## src/hdl/rtcal_defines.svh

```systemverilog
`ifndef RTCAL_DEFINES_SVH
`define RTCAL_DEFINES_SVH

// register byte offsets
`define RTCAL_OFS_CONTROL_REGISTER_A        8'h00
`define RTCAL_OFS_STATUS       8'h04
`define RTCAL_OFS_VALUE        8'h18

// control_register_a fields
`define RTCAL_CTRL_ENABLE_BIT  1
`define RTCAL_CTRL_MODE_LSB    2
`define RTCAL_CTRL_MODE_MSB    3
`define RTCAL_CTRL_HFMT_BIT    6
`define RTCAL_CTRL_RW_MASK     32'h0000004E
`define RTCAL_MODE_CALENDAR    2'h2

// status register fields
`define RTCAL_STAT_BUSY_BIT    0
`define RTCAL_STAT_PROT_BIT    1

// reset values
`define RTCAL_CTRL_RESET       32'h00000000
`define RTCAL_VALUE_RESET      32'h00000000

// field limits
`define RTCAL_SEC_MAX          6'h3B
`define RTCAL_MIN_MAX          6'h3B
`define RTCAL_HOUR24_MAX       5'h17
`define RTCAL_HOUR12_MAX       4'hC
`define RTCAL_HOUR12_LAST      4'hB
`define RTCAL_HOUR12_FIRST     4'h1
`define RTCAL_MONTH_FEB        4'h2
`define RTCAL_MONTH_APR        4'h4
`define RTCAL_MONTH_JUN        4'h6
`define RTCAL_MONTH_SEP        4'h9
`define RTCAL_MONTH_NOV        4'hB
`define RTCAL_MONTH_MAX        4'hC
`define RTCAL_MONTH_FIRST      4'h1
`define RTCAL_DAY_FIRST        5'h01
`define RTCAL_DAYS_28          5'h1C
`define RTCAL_DAYS_29          5'h1D
`define RTCAL_DAYS_30          5'h1E
`define RTCAL_DAYS_31          5'h1F

// timing: one calendar second at the reference clock
`define RTCAL_SECOND_MS        1000
`define RTCAL_CLK_PERIOD_NS    100
`define RTCAL_SECOND_CYCLES    ((`RTCAL_SECOND_MS * 1000000) / `RTCAL_CLK_PERIOD_NS)

// AXI4-Lite responses
`define RTCAL_RESP_OKAY        2'h0
`define RTCAL_RESP_SLVERR      2'h2

`endif

```

## src/hdl/rtcal_pkg.sv

```systemverilog
package rtcal_pkg;

  // packed calendar word, msb first
  typedef struct packed {
    logic [5:0] year;
    logic [3:0] month;
    logic [4:0] day;
    logic [4:0] hour;
    logic [5:0] minute;
    logic [5:0] second;
  } rtcal_value_t;

  typedef logic [1:0] rtcal_mode_t;

endpackage : rtcal_pkg

```

## src/hdl/rtcal_cal_if.sv

```systemverilog
`timescale 1ns/1ps
interface rtcal_cal_if;
  import rtcal_pkg::*;
  logic         load;
  rtcal_value_t load_value;
  logic         run;
  logic         twelve_hour;
  logic         tick;
  rtcal_value_t value;

  modport ctl (output load, output load_value, output run,
               output twelve_hour, input tick, input value);
  modport cal (input load, input load_value, input run,
               input twelve_hour, input tick, output value);
endinterface : rtcal_cal_if

```

## src/hdl/rtcal_calendar.sv

```systemverilog
`timescale 1ns/1ps
`include "rtcal_defines.svh"
module rtcal_calendar (
  input  wire logic ref_clk_i,
  input  wire logic rst_n_i,
  rtcal_cal_if.cal  cal
);
  import rtcal_pkg::*;

  rtcal_value_t val;
  rtcal_value_t next_val;

  // month length, leap when the two low year bits are zero
  function automatic logic [4:0] month_days(input logic [3:0] m,
                                            input logic [5:0] y);
    case (m)
      `RTCAL_MONTH_FEB: month_days = (y[1:0] == 2'h0) ? `RTCAL_DAYS_29
                                                       : `RTCAL_DAYS_28;
      `RTCAL_MONTH_APR, `RTCAL_MONTH_JUN,
      `RTCAL_MONTH_SEP, `RTCAL_MONTH_NOV: month_days = `RTCAL_DAYS_30;
      default: month_days = `RTCAL_DAYS_31;
    endcase
  endfunction : month_days

  // software load wins over a tick in the same cycle
  always_comb begin
    logic day_carry;
    day_carry = 1'b0;
    next_val  = val;
    if (cal.load) begin
      next_val = cal.load_value;
    end else if (cal.tick && cal.run) begin
      if (val.second != `RTCAL_SEC_MAX) begin
        next_val.second = val.second + 6'h01;
      end else begin
        next_val.second = '0;
        if (val.minute != `RTCAL_MIN_MAX) begin
          next_val.minute = val.minute + 6'h01;
        end else begin
          next_val.minute = '0;
          if (cal.twelve_hour) begin
            // 12h: 11 -> 12 flips am/pm, 12 -> 1
            if (val.hour[3:0] == `RTCAL_HOUR12_MAX) begin
              next_val.hour[3:0] = `RTCAL_HOUR12_FIRST;
            end else if (val.hour[3:0] == `RTCAL_HOUR12_LAST) begin
              next_val.hour[3:0] = `RTCAL_HOUR12_MAX;
              next_val.hour[4]   = ~val.hour[4];
              day_carry          = val.hour[4];
            end else begin
              next_val.hour[3:0] = val.hour[3:0] + 4'h1;
            end
          end else if (val.hour >= `RTCAL_HOUR24_MAX) begin
            next_val.hour = '0;
            day_carry     = 1'b1;
          end else begin
            next_val.hour = val.hour + 5'h01;
          end
        end
      end
      if (day_carry) begin
        if (val.day < month_days(val.month, val.year)) begin
          next_val.day = val.day + 5'h01;
        end else begin
          next_val.day = `RTCAL_DAY_FIRST;
          if (val.month < `RTCAL_MONTH_MAX) begin
            next_val.month = val.month + 4'h1;
          end else begin
            next_val.month = `RTCAL_MONTH_FIRST;
            next_val.year  = val.year + 6'h01; // wraps in six bits
          end
        end
      end
    end
  end

  always_ff @(posedge ref_clk_i or negedge rst_n_i) begin
    if (!rst_n_i) begin
      val <= rtcal_value_t'(`RTCAL_VALUE_RESET);
    end else begin
      val <= next_val;
    end
  end

  assign cal.value = val;
endmodule : rtcal_calendar

```

## src/hdl/rtcal_tick.sv

```systemverilog
`timescale 1ns/1ps
`include "rtcal_defines.svh"
module rtcal_tick #(
  parameter int unsigned CYCLES = `RTCAL_SECOND_CYCLES
) (
  input  wire logic ref_clk_i,
  input  wire logic rst_n_i,
  input  wire logic run_i,
  input  wire logic restart_i,
  output logic      tick_o
);
  localparam int unsigned CW = (CYCLES > 1) ? $clog2(CYCLES) : 1;
  localparam logic [CW-1:0] LAST = CW'(CYCLES - 1);

  logic [CW-1:0] cnt;
  logic [CW-1:0] next_cnt;
  logic          next_tick;

  // restart aligns a fresh second to every software load
  always_comb begin
    next_cnt  = cnt;
    next_tick = 1'b0;
    if (restart_i || !run_i) begin
      next_cnt = '0;
    end else if (cnt == LAST) begin
      next_cnt  = '0;
      next_tick = 1'b1;
    end else begin
      next_cnt = cnt + CW'(1);
    end
  end

  always_ff @(posedge ref_clk_i or negedge rst_n_i) begin
    if (!rst_n_i) begin
      cnt    <= '0;
      tick_o <= 1'b0;
    end else begin
      cnt    <= next_cnt;
      tick_o <= next_tick;
    end
  end
endmodule : rtcal_tick

```

## src/hdl/rtcal_top.sv

```systemverilog
// Summary of operation
// - The calendar fields count only while the mode field selects 2.
// - Value writes pass a sync stage, reads take the live or pending word; protected writes are refused.
// - Year is a six-bit offset at bits 31:26 from a software reference.
// - A year whose two low bits are zero is leap and gives February 29 days.
// - Month sits at bits 25:22 and runs from 1 to 12.
// - Day sits at bits 21:17 and runs from 1 to the month length.
// - With hour format clear the hour at bits 16:12 runs 0 to 23.
// - With hour format set hour bits 3:0 run 1 to 12, bit 4 is pm.
// - Minute sits at bits 11:6 and runs 0 to 59.
`timescale 1ns/1ps
`include "rtcal_defines.svh"
module rtcal_top #(
  parameter int unsigned SECOND_CYCLES = `RTCAL_SECOND_CYCLES
) (
  input  wire logic        ref_clk_i,
  input  wire logic        resetn_i,
  input  wire logic        write_protect_i,
  input  wire logic [7:0]  s_axi_awaddr_i,
  input  wire logic        s_axi_awvalid_i,
  output logic             s_axi_awready_o,
  input  wire logic [31:0] s_axi_wdata_i,
  input  wire logic [3:0]  s_axi_wstrb_i,
  input  wire logic        s_axi_wvalid_i,
  output logic             s_axi_wready_o,
  output logic [1:0]       s_axi_bresp_o,
  output logic             s_axi_bvalid_o,
  input  wire logic        s_axi_bready_i,
  input  wire logic [7:0]  s_axi_araddr_i,
  input  wire logic        s_axi_arvalid_i,
  output logic             s_axi_arready_o,
  output logic [31:0]      s_axi_rdata_o,
  output logic [1:0]       s_axi_rresp_o,
  output logic             s_axi_rvalid_o,
  input  wire logic        s_axi_rready_i
);
  import rtcal_pkg::*;

  // reset release through two flops
  logic rst_meta;
  logic rst_n;

  always_ff @(posedge ref_clk_i or negedge resetn_i) begin
    if (!resetn_i) begin
      rst_meta <= 1'b0;
      rst_n    <= 1'b0;
    end else begin
      rst_meta <= 1'b1;
      rst_n    <= rst_meta;
    end
  end

  // protection level arrives from another unit, synchronise it
  logic prot_meta;
  logic prot;

  always_ff @(posedge ref_clk_i or negedge rst_n) begin
    if (!rst_n) begin
      prot_meta <= 1'b0;
      prot      <= 1'b0;
    end else begin
      prot_meta <= write_protect_i;
      prot      <= prot_meta;
    end
  end

  rtcal_cal_if cal_bus ();

  rtcal_calendar u_calendar (
    .ref_clk_i (ref_clk_i),
    .rst_n_i   (rst_n),
    .cal       (cal_bus.cal)
  );

  rtcal_tick #(
    .CYCLES (SECOND_CYCLES)
  ) u_tick (
    .ref_clk_i (ref_clk_i),
    .rst_n_i   (rst_n),
    .run_i     (cal_bus.run),
    .restart_i (cal_bus.load),
    .tick_o    (cal_bus.tick)
  );

  // register state
  logic [31:0]  ctrl;
  logic [31:0]  next_ctrl;
  logic         load_pend;
  logic         next_load_pend;
  rtcal_value_t load_word;
  rtcal_value_t next_load_word;

  // write channel state
  logic         aw_got;
  logic         next_aw_got;
  logic [7:0]   aw_addr;
  logic [7:0]   next_aw_addr;
  logic         w_got;
  logic         next_w_got;
  logic [31:0]  w_data;
  logic [31:0]  next_w_data;
  logic [3:0]   w_strb;
  logic [3:0]   next_w_strb;
  logic         next_awready;
  logic         next_wready;
  logic         next_bvalid;
  logic [1:0]   next_bresp;

  // read channel state
  logic         next_arready;
  logic         next_rvalid;
  logic [31:0]  next_rdata;
  logic [1:0]   next_rresp;

  rtcal_mode_t  mode;
  logic         calendar_mode;

  assign mode          = ctrl[`RTCAL_CTRL_MODE_MSB:`RTCAL_CTRL_MODE_LSB];
  assign calendar_mode = (mode == `RTCAL_MODE_CALENDAR);

  // calendar control: count only when enabled in calendar mode
  assign cal_bus.run         = calendar_mode && ctrl[`RTCAL_CTRL_ENABLE_BIT];
  assign cal_bus.twelve_hour = ctrl[`RTCAL_CTRL_HFMT_BIT];
  assign cal_bus.load        = load_pend;
  assign cal_bus.load_value  = load_word;

  // byte-lane merge of a write onto an old word
  function automatic logic [31:0] merge(input logic [31:0] old_w,
                                        input logic [31:0] new_w,
                                        input logic [3:0]  strb);
    logic [31:0] res;
    res = old_w;
    for (int i = 0; i < 4; i++) begin
      if (strb[i]) begin
        res[i*8 +: 8] = new_w[i*8 +: 8];
      end
    end
    merge = res;
  endfunction : merge

  // write path: address and data taken in either order
  always_comb begin
    logic do_write;
    do_write       = 1'b0;
    next_aw_got    = aw_got;
    next_aw_addr   = aw_addr;
    next_w_got     = w_got;
    next_w_data    = w_data;
    next_w_strb    = w_strb;
    next_bvalid    = s_axi_bvalid_o;
    next_bresp     = s_axi_bresp_o;
    next_ctrl      = ctrl;
    next_load_pend = 1'b0; // load lasts a single cycle
    next_load_word = load_word;
    if (s_axi_awvalid_i && s_axi_awready_o) begin
      next_aw_got  = 1'b1;
      next_aw_addr = s_axi_awaddr_i;
    end
    if (s_axi_wvalid_i && s_axi_wready_o) begin
      next_w_got  = 1'b1;
      next_w_data = s_axi_wdata_i;
      next_w_strb = s_axi_wstrb_i;
    end
    if (s_axi_bvalid_o && s_axi_bready_i) begin
      next_bvalid = 1'b0;
    end
    if (aw_got && w_got && !s_axi_bvalid_o) begin
      do_write    = 1'b1;
      next_aw_got = 1'b0;
      next_w_got  = 1'b0;
      next_bvalid = 1'b1;
      next_bresp  = `RTCAL_RESP_OKAY;
    end
    if (do_write) begin
      if (prot) begin
        // protected block: nothing stored, error answered
        next_bresp = `RTCAL_RESP_SLVERR;
      end else begin
        case (aw_addr)
          `RTCAL_OFS_CONTROL_REGISTER_A: begin
            next_ctrl = merge(ctrl, w_data, w_strb)
                        & `RTCAL_CTRL_RW_MASK;
          end
          `RTCAL_OFS_VALUE: begin
            // staged one cycle, then handed to the counter
            next_load_word = rtcal_value_t'(merge(cal_bus.value,
                                                  w_data, w_strb));
            next_load_pend = 1'b1;
          end
          `RTCAL_OFS_STATUS: begin
            next_bresp = `RTCAL_RESP_OKAY; // read-only, write ignored
          end
          default: begin
            next_bresp = `RTCAL_RESP_SLVERR;
          end
        endcase
      end
    end
    // ready only while the slot is free and no answer waits
    next_awready = !next_aw_got && !next_bvalid;
    next_wready  = !next_w_got && !next_bvalid;
  end

  // read path: value word is sampled once, answer held until taken
  always_comb begin
    next_rvalid = s_axi_rvalid_o;
    next_rdata  = s_axi_rdata_o;
    next_rresp  = s_axi_rresp_o;
    if (s_axi_rvalid_o && s_axi_rready_i) begin
      next_rvalid = 1'b0;
    end
    if (s_axi_arvalid_i && s_axi_arready_o) begin
      next_rvalid = 1'b1;
      next_rresp  = `RTCAL_RESP_OKAY;
      case (s_axi_araddr_i)
        `RTCAL_OFS_CONTROL_REGISTER_A: begin
          next_rdata = ctrl;
        end
        `RTCAL_OFS_STATUS: begin
          next_rdata = '0;
          next_rdata[`RTCAL_STAT_BUSY_BIT] = load_pend;
          next_rdata[`RTCAL_STAT_PROT_BIT] = prot;
        end
        `RTCAL_OFS_VALUE: begin
          // pending load shown so a read never sees the stale word
          next_rdata = load_pend ? load_word
                                 : cal_bus.value;
        end
        default: begin
          next_rdata = '0;
          next_rresp = `RTCAL_RESP_SLVERR;
        end
      endcase
    end
    next_arready = !next_rvalid;
  end

  // field layout, leap rule and carries live in the packed word
  // and in the calendar counter

  // all register state, zero from reset
  always_ff @(posedge ref_clk_i or negedge rst_n) begin
    if (!rst_n) begin
      ctrl            <= `RTCAL_CTRL_RESET;
      load_pend       <= 1'b0;
      load_word       <= rtcal_value_t'(`RTCAL_VALUE_RESET);
      aw_got          <= 1'b0;
      aw_addr         <= '0;
      w_got           <= 1'b0;
      w_data          <= '0;
      w_strb          <= '0;
      s_axi_awready_o <= 1'b0;
      s_axi_wready_o  <= 1'b0;
      s_axi_bvalid_o  <= 1'b0;
      s_axi_bresp_o   <= `RTCAL_RESP_OKAY;
      s_axi_arready_o <= 1'b0;
      s_axi_rvalid_o  <= 1'b0;
      s_axi_rdata_o   <= '0;
      s_axi_rresp_o   <= `RTCAL_RESP_OKAY;
    end else begin
      ctrl            <= next_ctrl;
      load_pend       <= next_load_pend;
      load_word       <= next_load_word;
      aw_got          <= next_aw_got;
      aw_addr         <= next_aw_addr;
      w_got           <= next_w_got;
      w_data          <= next_w_data;
      w_strb          <= next_w_strb;
      s_axi_awready_o <= next_awready;
      s_axi_wready_o  <= next_wready;
      s_axi_bvalid_o  <= next_bvalid;
      s_axi_bresp_o   <= next_bresp;
      s_axi_arready_o <= next_arready;
      s_axi_rvalid_o  <= next_rvalid;
      s_axi_rdata_o   <= next_rdata;
      s_axi_rresp_o   <= next_rresp;
    end
  end
endmodule : rtcal_top

```

## config.mk

```make
export PLATFORM = sky130hd
export DESIGN_NAME = rtcal_top
export DESIGN_NICKNAME = d
export VERILOG_FILES = /design/src/hdl/rtcal_pkg.sv /design/src/hdl/rtcal_cal_if.sv /design/src/hdl/rtcal_calendar.sv /design/src/hdl/rtcal_tick.sv /design/src/hdl/rtcal_top.sv
export VERILOG_INCLUDE_DIRS = /design/src /design/src/hdl
export SDC_FILE = /design/constraint.sdc
export NUM_CORES = 1
export LEC_CHECK = 0
export ABC_AREA = 1
export BUFFER_PORTS_ARGS = -buffer_cell sky130_fd_sc_hd__buf_4
export CORE_MARGIN = 2
export CORE_UTILIZATION = 40
export DETAILED_ROUTE_END_ITERATION = 16
export HOLD_SLACK_MARGIN = 0.15
export MAX_ROUTING_LAYER = met4
export PLACE_DENSITY = 0.69
export SLEW_MARGIN = 20
export SYNTH_ARGS = -nofsm -noshare
export SYNTH_HDL_FRONTEND = slang
export SYNTH_SLANG_ARGS = --single-unit
export TNS_END_PERCENT = 1
```

## constraint.sdc

```tcl
create_clock -name ref_clk_i -period 5.3 [get_ports ref_clk_i]
set_input_delay 0.265 -clock ref_clk_i [delete_from_list [all_inputs] [get_ports ref_clk_i]]
set_output_delay 0.265 -clock ref_clk_i [all_outputs]
set_load 0.01 [all_outputs]
```

# Yosys cells after proc, flatten, opt, wreduce, memory -nomap -nowiden
# Index checks and enable logic that the tools add are counted.
[totals] ff_bits=185 out_inout_bits=41 elab_cells=159
[classes] n_addsub=8 n_lt_le_gt_ge=3 eq_ne=21 mux=57 bitwise=2 n_reduce_logical=34
[ops] op="$mux W32" n=3
[ops] op="$pmux W32 S3" n=1
[ops] op="$mux W24" n=2
[ops] op="$mux W5" n=7
[ops] op="$mux W8" n=4
[ops] op="$mux W1" n=25
[ops] op="$add A24 B1 Y24 const B" n=1
[ops] op="$eq A24 B24 Y1 const B" n=1
[ops] op="$add A6 B1 Y6 const B" n=3
[ops] op="$mux W6" n=3
[ops] op="$eq A4 B4 Y1 const B" n=4
[ops] op="$eq A8 B3 Y1 const B" n=2
[ops] op="$eq A8 B5 Y1 const B" n=2
[ops] op="$logic_not A8 Y1" n=2
[ops] op="$mux W15" n=1
[ops] op="$mux W4" n=3
[ops] op="$ne A6 B6 Y1 const B" n=2
[ops] op="$logic_and A1 B1 Y1" n=11
[ops] op="$mux W11" n=1
[ops] op="$add A5 B1 Y5 const B" n=2
[ops] op="$mux W10" n=1
[ops] op="$pmux W5 S2" n=1
[ops] op="$reduce_and A3 Y1" n=3
[ops] op="$add A4 B1 Y4 const B" n=2
[ops] op="other kinds (22)" n=38

# Depth between registers and ports, before layout
# Gate-level depths: netlist (run 1).
[depth] word_depth=16 ltp_mapped=14 mapped_depth_nobuf=14

# Cells and area by module
# Synthesis (run 1) repeated with hierarchy kept, for this count alone.
[hier_totals] hier_cells=1177 hier_area_um2=9565.4
[modules_own_cells] module="rtcal_top" n_inst=1 cells_each=666 area_each_um2=5859.4 seq_area_each_um2=3178.0
[modules_own_cells] module="rtcal_calendar" n_inst=1 cells_each=298 area_each_um2=2228.4 seq_area_each_um2=800.8
[modules_own_cells] module="rtcal_tick" n_inst=1 cells_each=213 area_each_um2=1477.7 seq_area_each_um2=625.6

# Least setup slack after synthesis (run 1)
# OpenSTA, ideal clock, no wires.
[synth_timing] path_type="register to register" from="reg u_calendar.val (netlist bit u_calendar.cal.value[22])" to="reg u_calendar.val (netlist bit u_calendar.cal.value[17])" setup_ps=73 t_arrival_ps=1754 required_ps=5227 path_slack_ps=3473 stages_incl_launch_ff=13 n_path_buf=1 synth_period_minus_slack_ps=1827 path_cell_list="dfrtp_1 > inv_1 > ha_1 > inv_1 > nor3_1 > ha_1 > nand2_1 > nor3_1 > nand2_1 > nand3_4 > buf_4 > nand2_1 > a21oi_2"
[synth_between] elab_chain_cells=11 elab_cells_between_ends=15 classes_between="order compare (1); eq/ne (5); mux (8); reduce/logical (1)"
[synth_lines] item="start: declaration" line="rtcal_calendar.sv:10" text="rtcal_value_t val;"
[synth_lines] item="start signal: assignment" line="rtcal_calendar.sv:78" text="val <= rtcal_value_t'(`RTCAL_VALUE_RESET);"
[synth_lines] item="start signal: assignment" line="rtcal_calendar.sv:80" text="val <= next_val;"
[synth_lines] item="$eq A4 B3 Y1 / $eq A4 B4 Y1 (equally long branches)" line="rtcal_calendar.sv:16" text="case (m)"
[synth_lines] item="$reduce_or A4 Y1" line="rtcal_calendar.sv:16"
[synth_lines] item="$pmux W5 S2 (*)" line="rtcal_calendar.sv:16"
[synth_lines] item="$mux W5 (*)" line="rtcal_calendar.sv:60" text="if (day_carry) begin"
[synth_lines] item="$mux W5 (*)" line="rtcal_calendar.sv:32" text="end else if (cal.tick && cal.run) begin"
[synth_lines] item="$mux W5 (*)" line="rtcal_calendar.sv:30" text="if (cal.load) begin"
[synth_lines] item="$lt A5 B5 Y1 (*)" line="rtcal_calendar.sv:61" text="if (val.day < month_days(val.month, val.year)) begin"
[synth_lines] item="$mux W5 (*)" line="rtcal_calendar.sv:61"
[synth_lines] item="$mux W15 (*)" line="rtcal_calendar.sv:60"
[synth_lines] item="$mux W32 (*)" line="rtcal_calendar.sv:32"
[synth_lines] item="$mux W32 (*)" line="rtcal_calendar.sv:30"
# Every way passes the cells marked *; elsewhere a longest branch is shown, timed or not. The select of a mux whose other input is x is not followed.
# A chain may end at the register's enable or synchronous reset.

# Worst setup path in the final report (run 1)
[layout_timing] from="reg s_axi_wready_o" to="reg s_axi_wready_o"
[layout_between] elab_chain_cells=5
[layout_lines] item="start: declaration" line="rtcal_top.sv:25" text="output logic s_axi_wready_o,"
[layout_lines] item="start signal: assignment" line="rtcal_top.sv:270" text="s_axi_wready_o <= next_wready;"
[layout_lines] item="$logic_and A1 B1 Y1" line="rtcal_top.sv:159" text="if (s_axi_wvalid_i && s_axi_wready_o) begin"
[layout_lines] item="$mux W1" line="rtcal_top.sv:159"
[layout_lines] item="$mux W1" line="rtcal_top.sv:167" text="if (aw_got && w_got && !s_axi_bvalid_o) begin"
[layout_lines] item="via next_w_got" line="rtcal_top.sv:99" text="logic next_w_got;"
[layout_lines] item="$logic_not A1 Y1" line="rtcal_top.sv:201" text="next_wready = !next_w_got && !next_bvalid;"
[layout_lines] item="$logic_and A1 B1 Y1" line="rtcal_top.sv:201"
[layout_lines] item="via next_wready" line="rtcal_top.sv:105" text="logic next_wready;"
# The timed path passes the listed nets, and every way through them passes these cells.

==> results of run 1 <==
-- placed cells by master (no fill, tap or decap), types with 21 or more instances in the layout --
master / synthesis / routed
a21oi_1: 21 / 21
buf_4: 2 / 103
dfrtp_1: 184 / 182
dlygate4sd3_1: 0 / 49
inv_1: 97 / 97
nand2_1: 363 / 362
nand3_1: 40 / 40
nor2_1: 69 / 69
o21ai_0: 82 / 82
o21ai_2: 36 / 36
-- cells by family after synthesis --
| group | Yosys count |
|---|---|
| other | 2 |
| multiplexers | 2 |
| flip-flops | 184 |
| AND/OR/NAND/NOR | 538 |
| XOR/XNOR | 22 |
| AO/OA/AOI/OAI | 204 |
| adder cells (fa/ha/maj) | 13 |
| buffers and inverters | 145 |
-- layout make-up --
| cell class | count | area share |
|---|---|---|
| inverters | 104 | 0.0346 |
| clock buffers | 17 | 0.0377 |
| well taps | 285 | 0.0316 |
| repair buffers | 153 | 0.114 |
| multi-input cells | 781 | 0.358 |
| clock inverters | 15 | 0.0156 |
| flip-flops and latches | 184 | 0.409 |
-- power groups by stage --
stage                     clock network, W  logic (W)  registers, W
after floorplan                          0   0.000484       0.00176
after global placement                   0   0.000659       0.00178
after detailed placement                 0   0.000678       0.00178
after CTS                          0.00132   0.000711       0.00176
after global routing               0.00138   0.000825       0.00178
final                              0.00130   0.000700       0.00176
-- state kept, by name, summed over array words and instances (netlist names), 4 cells and up, named ones only --
register,flops
cal_bus.load_value,32
s_axi_rdata_o,32
u_calendar.cal.value,32
w_data,32
u_tick.cnt,24
aw_addr,8
ctrl,4
w_strb,4
-- per-stage QoR --
stage	power (W)	area [µm²]
floorplan	0.00225	9280
global placement	0.00244	10200
detailed placement	0.00246	10200
CTS	0.00379	11300
global route	0.00399	11300
finish	0.00375	11300
-- what timing repair did --
item | 4_1_cts | 5_1_grt
endpoints found under the hold margin | 50 | 0
hold buffers | 49 | 0
buffers inserted | 0 | 0
-- how the worst min path moves through the flow --
stage | endpoint | cells after the start
after floorplan | rst_meta | 0
after global placement | rst_meta | 1
after detailed placement | rst_meta | 1
after CTS | aw_addr[7] | 4
after global routing | s_axi_rresp_o[1] | 3
final | aw_addr[7] | 4
-- routing by layer --
layer | vias to the layer above | wire [µm] | global-route usage
met5 | - | 0 | -
met4 | 0 | 333 | 0.0498
met3 | 25 | 1030 | 0.0307
met2 | 182 | 9980 | 0.293
met1 | 3641 | 11100 | 0.289
li1 | 3876 | - | -
-- worst max-delay path: cells and delay by family, from the launching register on --
family	cells	cell delay, ns
DFF	1	0.39
buffers and inverters	3	1.00
and+or+nand+nor	2	0.80
AOI/OAI and AO/OA	1	0.18
==> impl_metrics.py, run 1 <==
metrics = {
    "clock_network": {
        "max-clock-path-buffers": 2,
        "cts_inserted_buffers": 17,
        "cts_tree": "yes",
        "post_cts_resized": 0,
        "cts_num_sinks": 184,
        "root_buffer": "clkbuf_16",
        "clk_pin_slew_worst_paths_ns": 0.08,
        "clk-insertion-delay-late_ns": 0.43,
        "cts_max_level": 4,
    },
    "setup_path": {
        "worstSetupStartpointType": "flip-flop",
        "path_class": "flip-flop to flip-flop",
        "crit_chain": "nand2_1 > clkinv_1 > buf_4 > o21ai_0 > inv_1 > nor2_1",
        "critPathMaxStageDelay_ns": 0.71,
        "crit_arrival_ns": 2.81,
        "startpoint": "s_axi_wready_o",
        "required_ns": 5.67,
        "cp-endpoint": "s_axi_wready_o",
        "r2r_end": "s_axi_wready_o",
        "rrSetupSlack_ns": 2.85,
        "critPathMaxFanout": 31,
        "rr_startpoint": "s_axi_wready_o",
        "reg2reg_depth": 6,
        "crit_slowest_cell": "nand2_1",
        "end_kind": "flip-flop",
    },
    "die": {
        "core_area_um2": 22700,
        "fp.dieArea_um2": 24400,
        "io_pins": 101,
        "die_w_um": 156,
        "rows": 55,
        "initial_utilization": 0.408,
        "die_height_um": 156,
    },
    "synthesis": {
        "synthAdderAreaFrac": 0.0175,
        "avgSynthCellArea_um2": 8.36,
        "syn_inst": 1110,
        "synthesis.area_um2": 9280,
        "syn_nets": 1183,
        "synth-simple-area-share": 0.250,
        "synthArstFlopShare": 1.00,
        "muxShareOfSynthArea": 0.00216,
        "synth-edff-count": 0,
        "synth_top_family_by_area": "simple AND/OR/NAND/NOR gates",
        "synth_seq_cells": 184,
        "ys_types": 50,
        "netlist.area_leader.share": 0.496,
        "synthTopCellsByArea": "dfrtp_1 50%, nand2_1 15%, o21ai_0 4.4%, inv_1 3.9%, o21ai_2 3.4%",
        "synth-xor-area-share": 0.0208,
        "yosys.area.top_type": "dfrtp_1",
        "seq_area_frac_synth": 0.496,
        "synth_compound_area_frac": 0.143,
        "synth_most_common_cell": "nand2_1",
        "synth_common_cells": "363 x nand2_1, 184 x dfrtp_1, 97 x inv_1",
        "yosys_most_used_dff": "dfrtp_1",
        "synth_warnings": 0,
    },
    "power_and_ir_drop": {
        "p_per_area_nw_per_um2": 333,
        "cellInternalPower_w": 0.00256,
        "ir_worst_vdd_mv": 0.186,
        "power_frac_seq": 0.468,
        "p_sw_w": 0.00120,
        "clkPwrFrac": 0.345,
        "sw_frac_of_total": 0.318,
        "p_leak_nw": 5.37,
        "comb_power_share": 0.187,
    },
    "route": {
        "via_per_inst": 5.02,
        "firstDrtPassIters": 7,
        "drc": 0,
        "finalWirelength_mm": 22.5,
        "wire_per_inst_um": 14.6,
        "first_iter_violations": 533,
        "num_vias": 7724,
        "antenna_left": 0,
    },
    "final_layout": {
        "syn2layout_area_growth_pct": 21.5,
        "drive_above_1_share": 0.170,
        "antennaDiodeCount": 0,
        "final_nets": 1314,
        "utilization": 0.496,
        "multi_input_area_um2": 4030,
        "n_fill_cell": 2167,
        "final-seq-area_um2": 4610,
        "layoutNonFillerInstCount": 1539,
    },
    "run": {
        "cap_violations": 0,
    },
    "global_route": {
        "grt_use_total": 0.199,
        "grt_pass1_wl_mm": 37.8,
        "grt_max_degree": 183,
        "antenna_found_initial": 0,
        "grt_pass1_vias": 7418,
        "grt-ovfl-total": 0,
    },
    "timing": {
        "report.final.slew_viol_count": 0,
        "clock_skew_ns": 0.0137,
        "fin_crit_sh": 0.462,
        "fin_hold_ws_ns": 0.202,
        "rsz0062_at_grt": "no",
        "slew_headroom": 0.342,
        "setup_viol": 0,
        "hold_viol_final": 0,
        "tightest_slew_ns": 0.987,
        "setup_slack_ns": 2.85,
        "fin_tns_setup_ns": 0,
        "fmax_mhz": 409,
        "post-route-min-period_ns": 2.45,
    },
    "worst_hold_path": {
        "hold_start": "s_axi_awvalid_i",
        "hold_path_class": "input pin to flip-flop",
    },
    "place": {
        "gp_congestion": 0.888,
        "dpl_worst_slack_ns": 2.81,
        "dp_cells": 1458,
        "numPortBuffers": 99,
        "hpwl_mm": 15.3,
    },
    "status": {
        "outcome": "finished, final reports clean",
    },
}
(Power assumes the default switching activity.)
==> run 2, diff against run 1 <==
==> constraint.sdc (replaced) <==
create_clock -name ref_clk_i -period 2.18 [get_ports ref_clk_i]
set_input_delay 0.109 -clock ref_clk_i [delete_from_list [all_inputs] [get_ports ref_clk_i]]
set_output_delay 0.109 -clock ref_clk_i [all_outputs]
set_load 0.01 [all_outputs]
==> run 2 against run 1 <==
Effect of this change: register-to-register slack worse by 2.7 ns; cell count increased by 1.7%; utilization rose by 1.2 points; via count increased by 0.84%; global-route usage fell by 0.054 points; flip-flop and latch count unchanged; clock skew increased by 0.0029 ns; largest cell class unchanged; highest routed layer unchanged.
==> impl_metrics.py, run 2 (synthesized netlist as in run 1, its figures left out) <==
metrics = {
    "status": {
        "outcome": "finished, final reports clean",
    },
    "route": {
        "via_per_inst": 4.98,
        "num_vias": 7789,
        "first_iter_violations": 540,
        "finalWirelength_mm": 22.6,
        "antenna_left": 0,
        "wire_per_inst_um": 14.5,
        "drc": 0,
        "firstDrtPassIters": 5,
    },
    "setup_path": {
        "critPathMaxFanout": 7,
        "reg2reg_depth": 12,
        "cpMostUsedCell": "nand2_1",
        "crit_arrival_ns": 2.37,
        "worstSetupStartpointType": "flip-flop",
        "cp_num_cells": 12,
        "crit_slowest_cell": "dfrtp_1",
        "end_kind": "flip-flop",
        "rr_startpoint": "u_calendar.cal.value[22]",
        "required_ns": 2.54,
        "crit_chain": "inv_2 > ha_1 > inv_1 > nor3_2 > ha_1 > nand2_1 > nor3_1 > nand2_1 > nand3_4 > buf_4 > nand2_1 > a21oi_2",
        "path_class": "flip-flop to flip-flop",
        "startpoint": "u_calendar.cal.value[22]",
        "worst-path-buf-inv": 3,
        "critPathMaxStageDelay_ns": 0.42,
        "critPathTopFamily": "simple AND/OR/NAND/NOR gates",
    },
    "final_layout": {
        "syn2layout_area_growth_pct": 24.4,
        "n_fill_cell": 2163,
        "multi_input_area_um2": 4060,
        "final_nets": 1340,
        "layout_common_cells": "362 x nand2_1, 182 x dfrtp_1, 116 x buf_4, 96 x inv_1, 82 x o21ai_0",
        "utilization": 0.508,
        "drive_above_1_share": 0.179,
        "final_common_cell": "nand2_1",
        "final-seq-area_um2": 4610,
        "antennaDiodeCount": 0,
    },
    "die": {
        "rows": 55,
        "initial_utilization": 0.408,
        "io_pins": 101,
        "die_height_um": 156,
        "core_area_um2": 22700,
        "fp.dieArea_um2": 24400,
        "die_w_um": 156,
    },
    "timing": {
        "fin_crit_sh": 0.919,
        "tightest_slew_ns": 0.589,
        "post-route-min-period_ns": 2.00,
        "hold_viol_final": 0,
        "report.final.slew_viol_count": 0,
        "setup_slack_ns": 0.177,
        "slew_headroom": 0.607,
        "clock_skew_ns": 0.0166,
        "fmax_mhz": 499,
        "setup_viol": 0,
    },
    "clock_network": {
        "root_buffer": "clkbuf_16",
        "clk_pin_slew_worst_paths_ns": 0.07,
        "cts_tree": "yes",
        "cts_max_level": 4,
        "cts_num_sinks": 184,
        "cts_inserted_buffers": 17,
        "clk-insertion-delay-late_ns": 0.44,
        "max-clock-path-buffers": 2,
    },
    "global_route": {
        "grt_pass1_vias": 7541,
        "grt_use_total": 0.199,
        "grt-ovfl-total": 0,
        "antenna_found_initial": 0,
        "grt_max_degree": 90,
        "grt_pass1_wl_mm": 38.1,
    },
    "power_and_ir_drop": {
        "p_total_w": 0.00936,
        "p_leak_nw": 5.52,
        "ir_worst_vdd_mv": 0.473,
        "p_per_area_nw_per_um2": 810,
    },
    "place": {
        "hpwl_mm": 15.5,
        "numPortBuffers": 99,
        "gp_congestion": 0.886,
        "dpl_worst_slack_ns": 0.152,
    },
    "worst_hold_path": {
        "hold_start": "s_axi_arvalid_i",
        "holdPathStages": 4,
        "hold_path_class": "input pin to flip-flop",
    },
    "run": {
        "cap_violations": 0,
    },
}
[run 2: cell types whose count changed in the layout (fill, tap and decap cells not counted), sizes merged]
cell	change
inv	-5
nand3	+1
clkinv	-2
clkinvlp	+2
buf	+15
bufinv	+2
clkbuf	+3
dlygate4sd3	+10
[run 2: routing by layer]
| metal | global-route usage | wire length, µm |
|---|---|---|
| met2 | 0.295 | 10100 |
| met4 | 0.0498 | 357 |
| met1 | 0.286 | 11300 |
| met5 | - | 0 |
| met3 | 0.0313 | 905 |
[run 2: worst paths after layout]
kind | to | slack [ns]
max in group asynchronous | cal_bus.load_value[20] | 1.24
min in group asynchronous | u_tick.cnt[10] | 0.19
setup / recovery | u_calendar.cal.value[17] | 0.18
hold reg to reg | u_tick.cnt[10] | 0.19
hold / removal | s_axi_arready_o | 0.16
setup reg to reg | u_calendar.cal.value[17] | 0.18
[run 2: cell type report]
type | count | area share
Clock inverter | 12 | 0.0142
Clock buffer | 20 | 0.0387
Inverter | 104 | 0.0338
Multi-Input combinational cell | 782 | 0.351
Tap cell | 285 | 0.0309
Sequential cell | 184 | 0.399
Timing Repair Buffer | 178 | 0.132
[run 2: worst register-to-register path, stage by stage (launching register included)]
cell and delay, ns:
dfrtp_1 0.42, inv_2 0.08, ha_1 0.21, inv_1 0.08
nor3_2 0.04, ha_1 0.27, nand2_1 0.05, nor3_1 0.15
nand2_1 0.13, nand3_4 0.18, buf_4 0.14, nand2_1 0.05
a21oi_2 0.12
[run 2: repair_timing]
| action | 4_1_cts | 5_1_grt |
|---|---|---|
| hold buffers | 59 | 0 |
| setup endpoints to repair | 0 | 13 |
| buffers inserted | 0 | 7 |
| resized for setup | 0 | 3 |
| hold endpoints to repair | 58 | 0 |
[run 2: stage by stage]
stage	hold WS [ns]	instances	setup TNS [ns]	area, µm²
after CTS	0.169	1557	0	11500
after detailed placement	-0.108	1466	0	10300
after global placement	-0.109	1466	0	10300
after global routing	0.198	1565	-0.0704	11500
final	0.163	1565	0	11500
after floorplan	-0.187	1110	0	9280
[run 2: power breakdown]
| group | total (W) | internal, W | switching, W |
|---|---|---|---|
| Combinational | 0.00181 | 0.000704 | 0.00111 |
| Clock | 0.00322 | 0.00186 | 0.00137 |
| Sequential | 0.00432 | 0.00395 | 0.000372 |
==> run 3, diff against run 2 <==
--- a/config.mk
+++ b/config.mk
@@ -9,11 +9,11 @@
 export ABC_AREA = 1
 export BUFFER_PORTS_ARGS = -buffer_cell sky130_fd_sc_hd__buf_4
 export CORE_MARGIN = 2
-export CORE_UTILIZATION = 40
+export CORE_UTILIZATION = 34
 export DETAILED_ROUTE_END_ITERATION = 16
 export HOLD_SLACK_MARGIN = 0.15
 export MAX_ROUTING_LAYER = met4
-export PLACE_DENSITY = 0.69
+export PLACE_DENSITY = 0.62
 export SLEW_MARGIN = 20
 export SYNTH_ARGS = -nofsm -noshare
 export SYNTH_HDL_FRONTEND = slang
==> run 3 against run 2 <==
Effect of this change: clock power increased by 2%; worst hold slack better by 0.018 ns; setup slack worse by 0.040 ns; critical path depth unchanged; flip-flop and latch count did not move; combinational power barely moved; utilization shrank 7.7 points; sequential power is 0.9% lower; first-iteration DRC count grew 12%; sequential share of layout area decreased by 0.13 points; largest cell class unchanged; non-clock buffer count decreased by 9; via count increased by 0.28%; critical path type unchanged.
==> impl_metrics.py, run 3 (synthesized netlist as in run 1, its figures left out) <==
metrics = {
    "status": {
        "outcome": "finished, final reports clean",
    },
    "clock_network": {
        "clk_pin_slew_worst_paths_ns": 0.07,
        "cts_tree": "yes",
        "cts_num_sinks": 184,
        "clk-insertion-delay-late_ns": 0.44,
        "cts_inserted_buffers": 17,
        "max-clock-path-buffers": 2,
        "root_buffer": "clkbuf_16",
        "cts_max_level": 4,
    },
    "setup_path": {
        "crit_arrival_ns": 2.40,
        "crit_chain": "inv_1 > ha_1 > inv_1 > nor3_2 > ha_1 > nand2_1 > nor3_1 > nand2_1 > nand3_4 > inv_1 > nand3_1 > nand2_1",
        "path_class": "flip-flop to flip-flop",
        "rrSetupSlack_ns": 0.14,
        "r2r_end": "u_calendar.cal.value[19]",
        "critPathMaxStageDelay_ns": 0.40,
        "reg2reg_depth": 12,
        "rr_startpoint": "u_calendar.cal.value[22]",
        "required_ns": 2.54,
        "crit_slowest_cell": "dfrtp_1",
        "critPathMaxFanout": 7,
        "end_kind": "flip-flop",
        "worstSetupStartpointType": "flip-flop",
    },
    "global_route": {
        "grt_use_total": 0.175,
        "grt_max_degree": 65,
        "grt_pass1_vias": 7537,
        "grt-ovfl-total": 0,
        "grt_pass1_wl_mm": 39.1,
        "antenna_found_initial": 0,
    },
    "timing": {
        "post-route-min-period_ns": 2.04,
        "tightest_slew_ns": 0.552,
        "fmax_mhz": 490,
        "hold_viol_final": 0,
        "fin_crit_sh": 0.937,
        "setup_viol": 0,
        "fin_tns_setup_ns": 0,
        "slew_headroom": 0.631,
        "report.final.slew_viol_count": 0,
        "fin_hold_ws_ns": 0.181,
        "clock_skew_ns": 0.0251,
        "setup_slack_ns": 0.138,
    },
    "power_and_ir_drop": {
        "p_leak_nw": 5.50,
        "p_per_area_nw_per_um2": 810,
        "ir_worst_vdd_mv": 0.575,
    },
    "die": {
        "core_area_um2": 26900,
        "die_height_um": 169,
        "die_w_um": 169,
        "initial_utilization": 0.345,
        "rows": 60,
        "io_pins": 101,
        "fp.dieArea_um2": 28600,
    },
    "final_layout": {
        "final_common_cell": "nand2_1",
        "drive_above_1_share": 0.176,
        "layout_common_cells": "362 x nand2_1, 182 x dfrtp_1, 108 x buf_4, 97 x inv_1, 82 x o21ai_0",
        "utilization": 0.431,
        "syn2layout_area_growth_pct": 24.8,
        "antennaDiodeCount": 0,
        "final_nets": 1331,
        "fin_area_um2": 11600,
    },
    "route": {
        "antenna_left": 0,
        "drc": 0,
        "wire_per_inst_um": 14.8,
        "firstDrtPassIters": 5,
        "finalWirelength_mm": 23.8,
        "num_vias": 7811,
        "via_per_inst": 4.85,
        "first_iter_violations": 605,
    },
    "place": {
        "hpwl_mm": 16.7,
        "numPortBuffers": 99,
        "gp_congestion": 0.819,
        "dpl_worst_slack_ns": 0.121,
        "place_area_um2": 10400,
    },
    "worst_hold_path": {
        "hold_end": "s_axi_rresp_o[1]",
        "holdPathStages": 4,
        "hold_path_class": "input pin to flip-flop",
        "hold_start": "s_axi_araddr_i[4]",
    },
    "run": {
        "cap_violations": 0,
    },
}
-- run 3: changes by cell type in the layout (fill, tap and decap cells not counted), moves of 2 or more --
| cell | change |
|---|---|
| buf_4 | -8 |
| inv_8 | +5 |
| dlygate4sd3_1 | -3 |
| buf_12 | +2 |
| clkbuf_1 | -2 |
| clkinv_8 | +2 |
| clkinvlp_4 | -2 |
-- run 3: where the power goes --
part | total, W | leakage [nW] | internal (W) | switching, W
logic | 0.00180 | 2.72 | 0.000705 | 0.00110
registers | 0.00428 | 2.47 | 0.00394 | 0.000341
clock network | 0.00330 | 0.306 | 0.00177 | 0.00152
total | 0.00938 | 5.50 | 0.00642 | 0.00296
-- run 3: final cells by class --
cell class,instances,area [µm²]
clock buffer,17,425
clock inverter,15,203
fill,2677,15300
inverter,104,390
multi-input combinational,782,4060
sequential,184,4610
tap,341,427
timing repair buffer,169,1470
-- run 3: what timing repair did --
| action | in CTS | in global routing |
|---|---|---|
| resized for setup | 0 | 2 |
| setup endpoints to repair | 0 | 12 |
| endpoints found under the hold margin | 56 | 0 |
| buffers inserted | 0 | 1 |
| hold buffers | 56 | 0 |
-- run 3: metal layers --
| metal | routed length (µm) | vias to the layer above | track usage | share of wire |
|---|---|---|---|---|
| met5 | 0 | - | - | 0 |
| met4 | 519 | 0 | 0.0591 | 0.022 |
| met3 | 697 | 32 | 0.0210 | 0.029 |
| met2 | 10700 | 156 | 0.262 | 0.45 |
| met1 | 11900 | 3705 | 0.248 | 0.50 |
| li1 | - | 3918 | - | - |
-- run 3: worst max-delay path: cells and delay by family (launching register included) --
kind	cells	cell delay, ns
adder cells (fa/ha/maj)	2	0.44
flip-flops	1	0.40
AND/OR/NAND/NOR	7	0.79
buffers and inverters	3	0.34
-- run 3: worst max path at each step --
stage                             start                        to  slack [ns]
3_3_place_gp   u_calendar.cal.value[22]  u_calendar.cal.value[31]        0.16
5_1_grt        u_calendar.cal.value[22]  u_calendar.cal.value[19]       -0.04
6_report       u_calendar.cal.value[22]  u_calendar.cal.value[19]        0.14
4_1_cts        u_calendar.cal.value[22]  u_calendar.cal.value[31]        0.10
2_1_floorplan                     rst_n                 async pin        0.29
3_5_place_dp   u_calendar.cal.value[22]  u_calendar.cal.value[30]        0.12
-- run 3: per-stage QoR --
stage                     instances  total power [W]
final                          1612          0.00938
after global routing           1612          0.00995
after CTS                      1610          0.00948
after detailed placement       1522          0.00603
after global placement         1522          0.00599
after floorplan                1110          0.00546
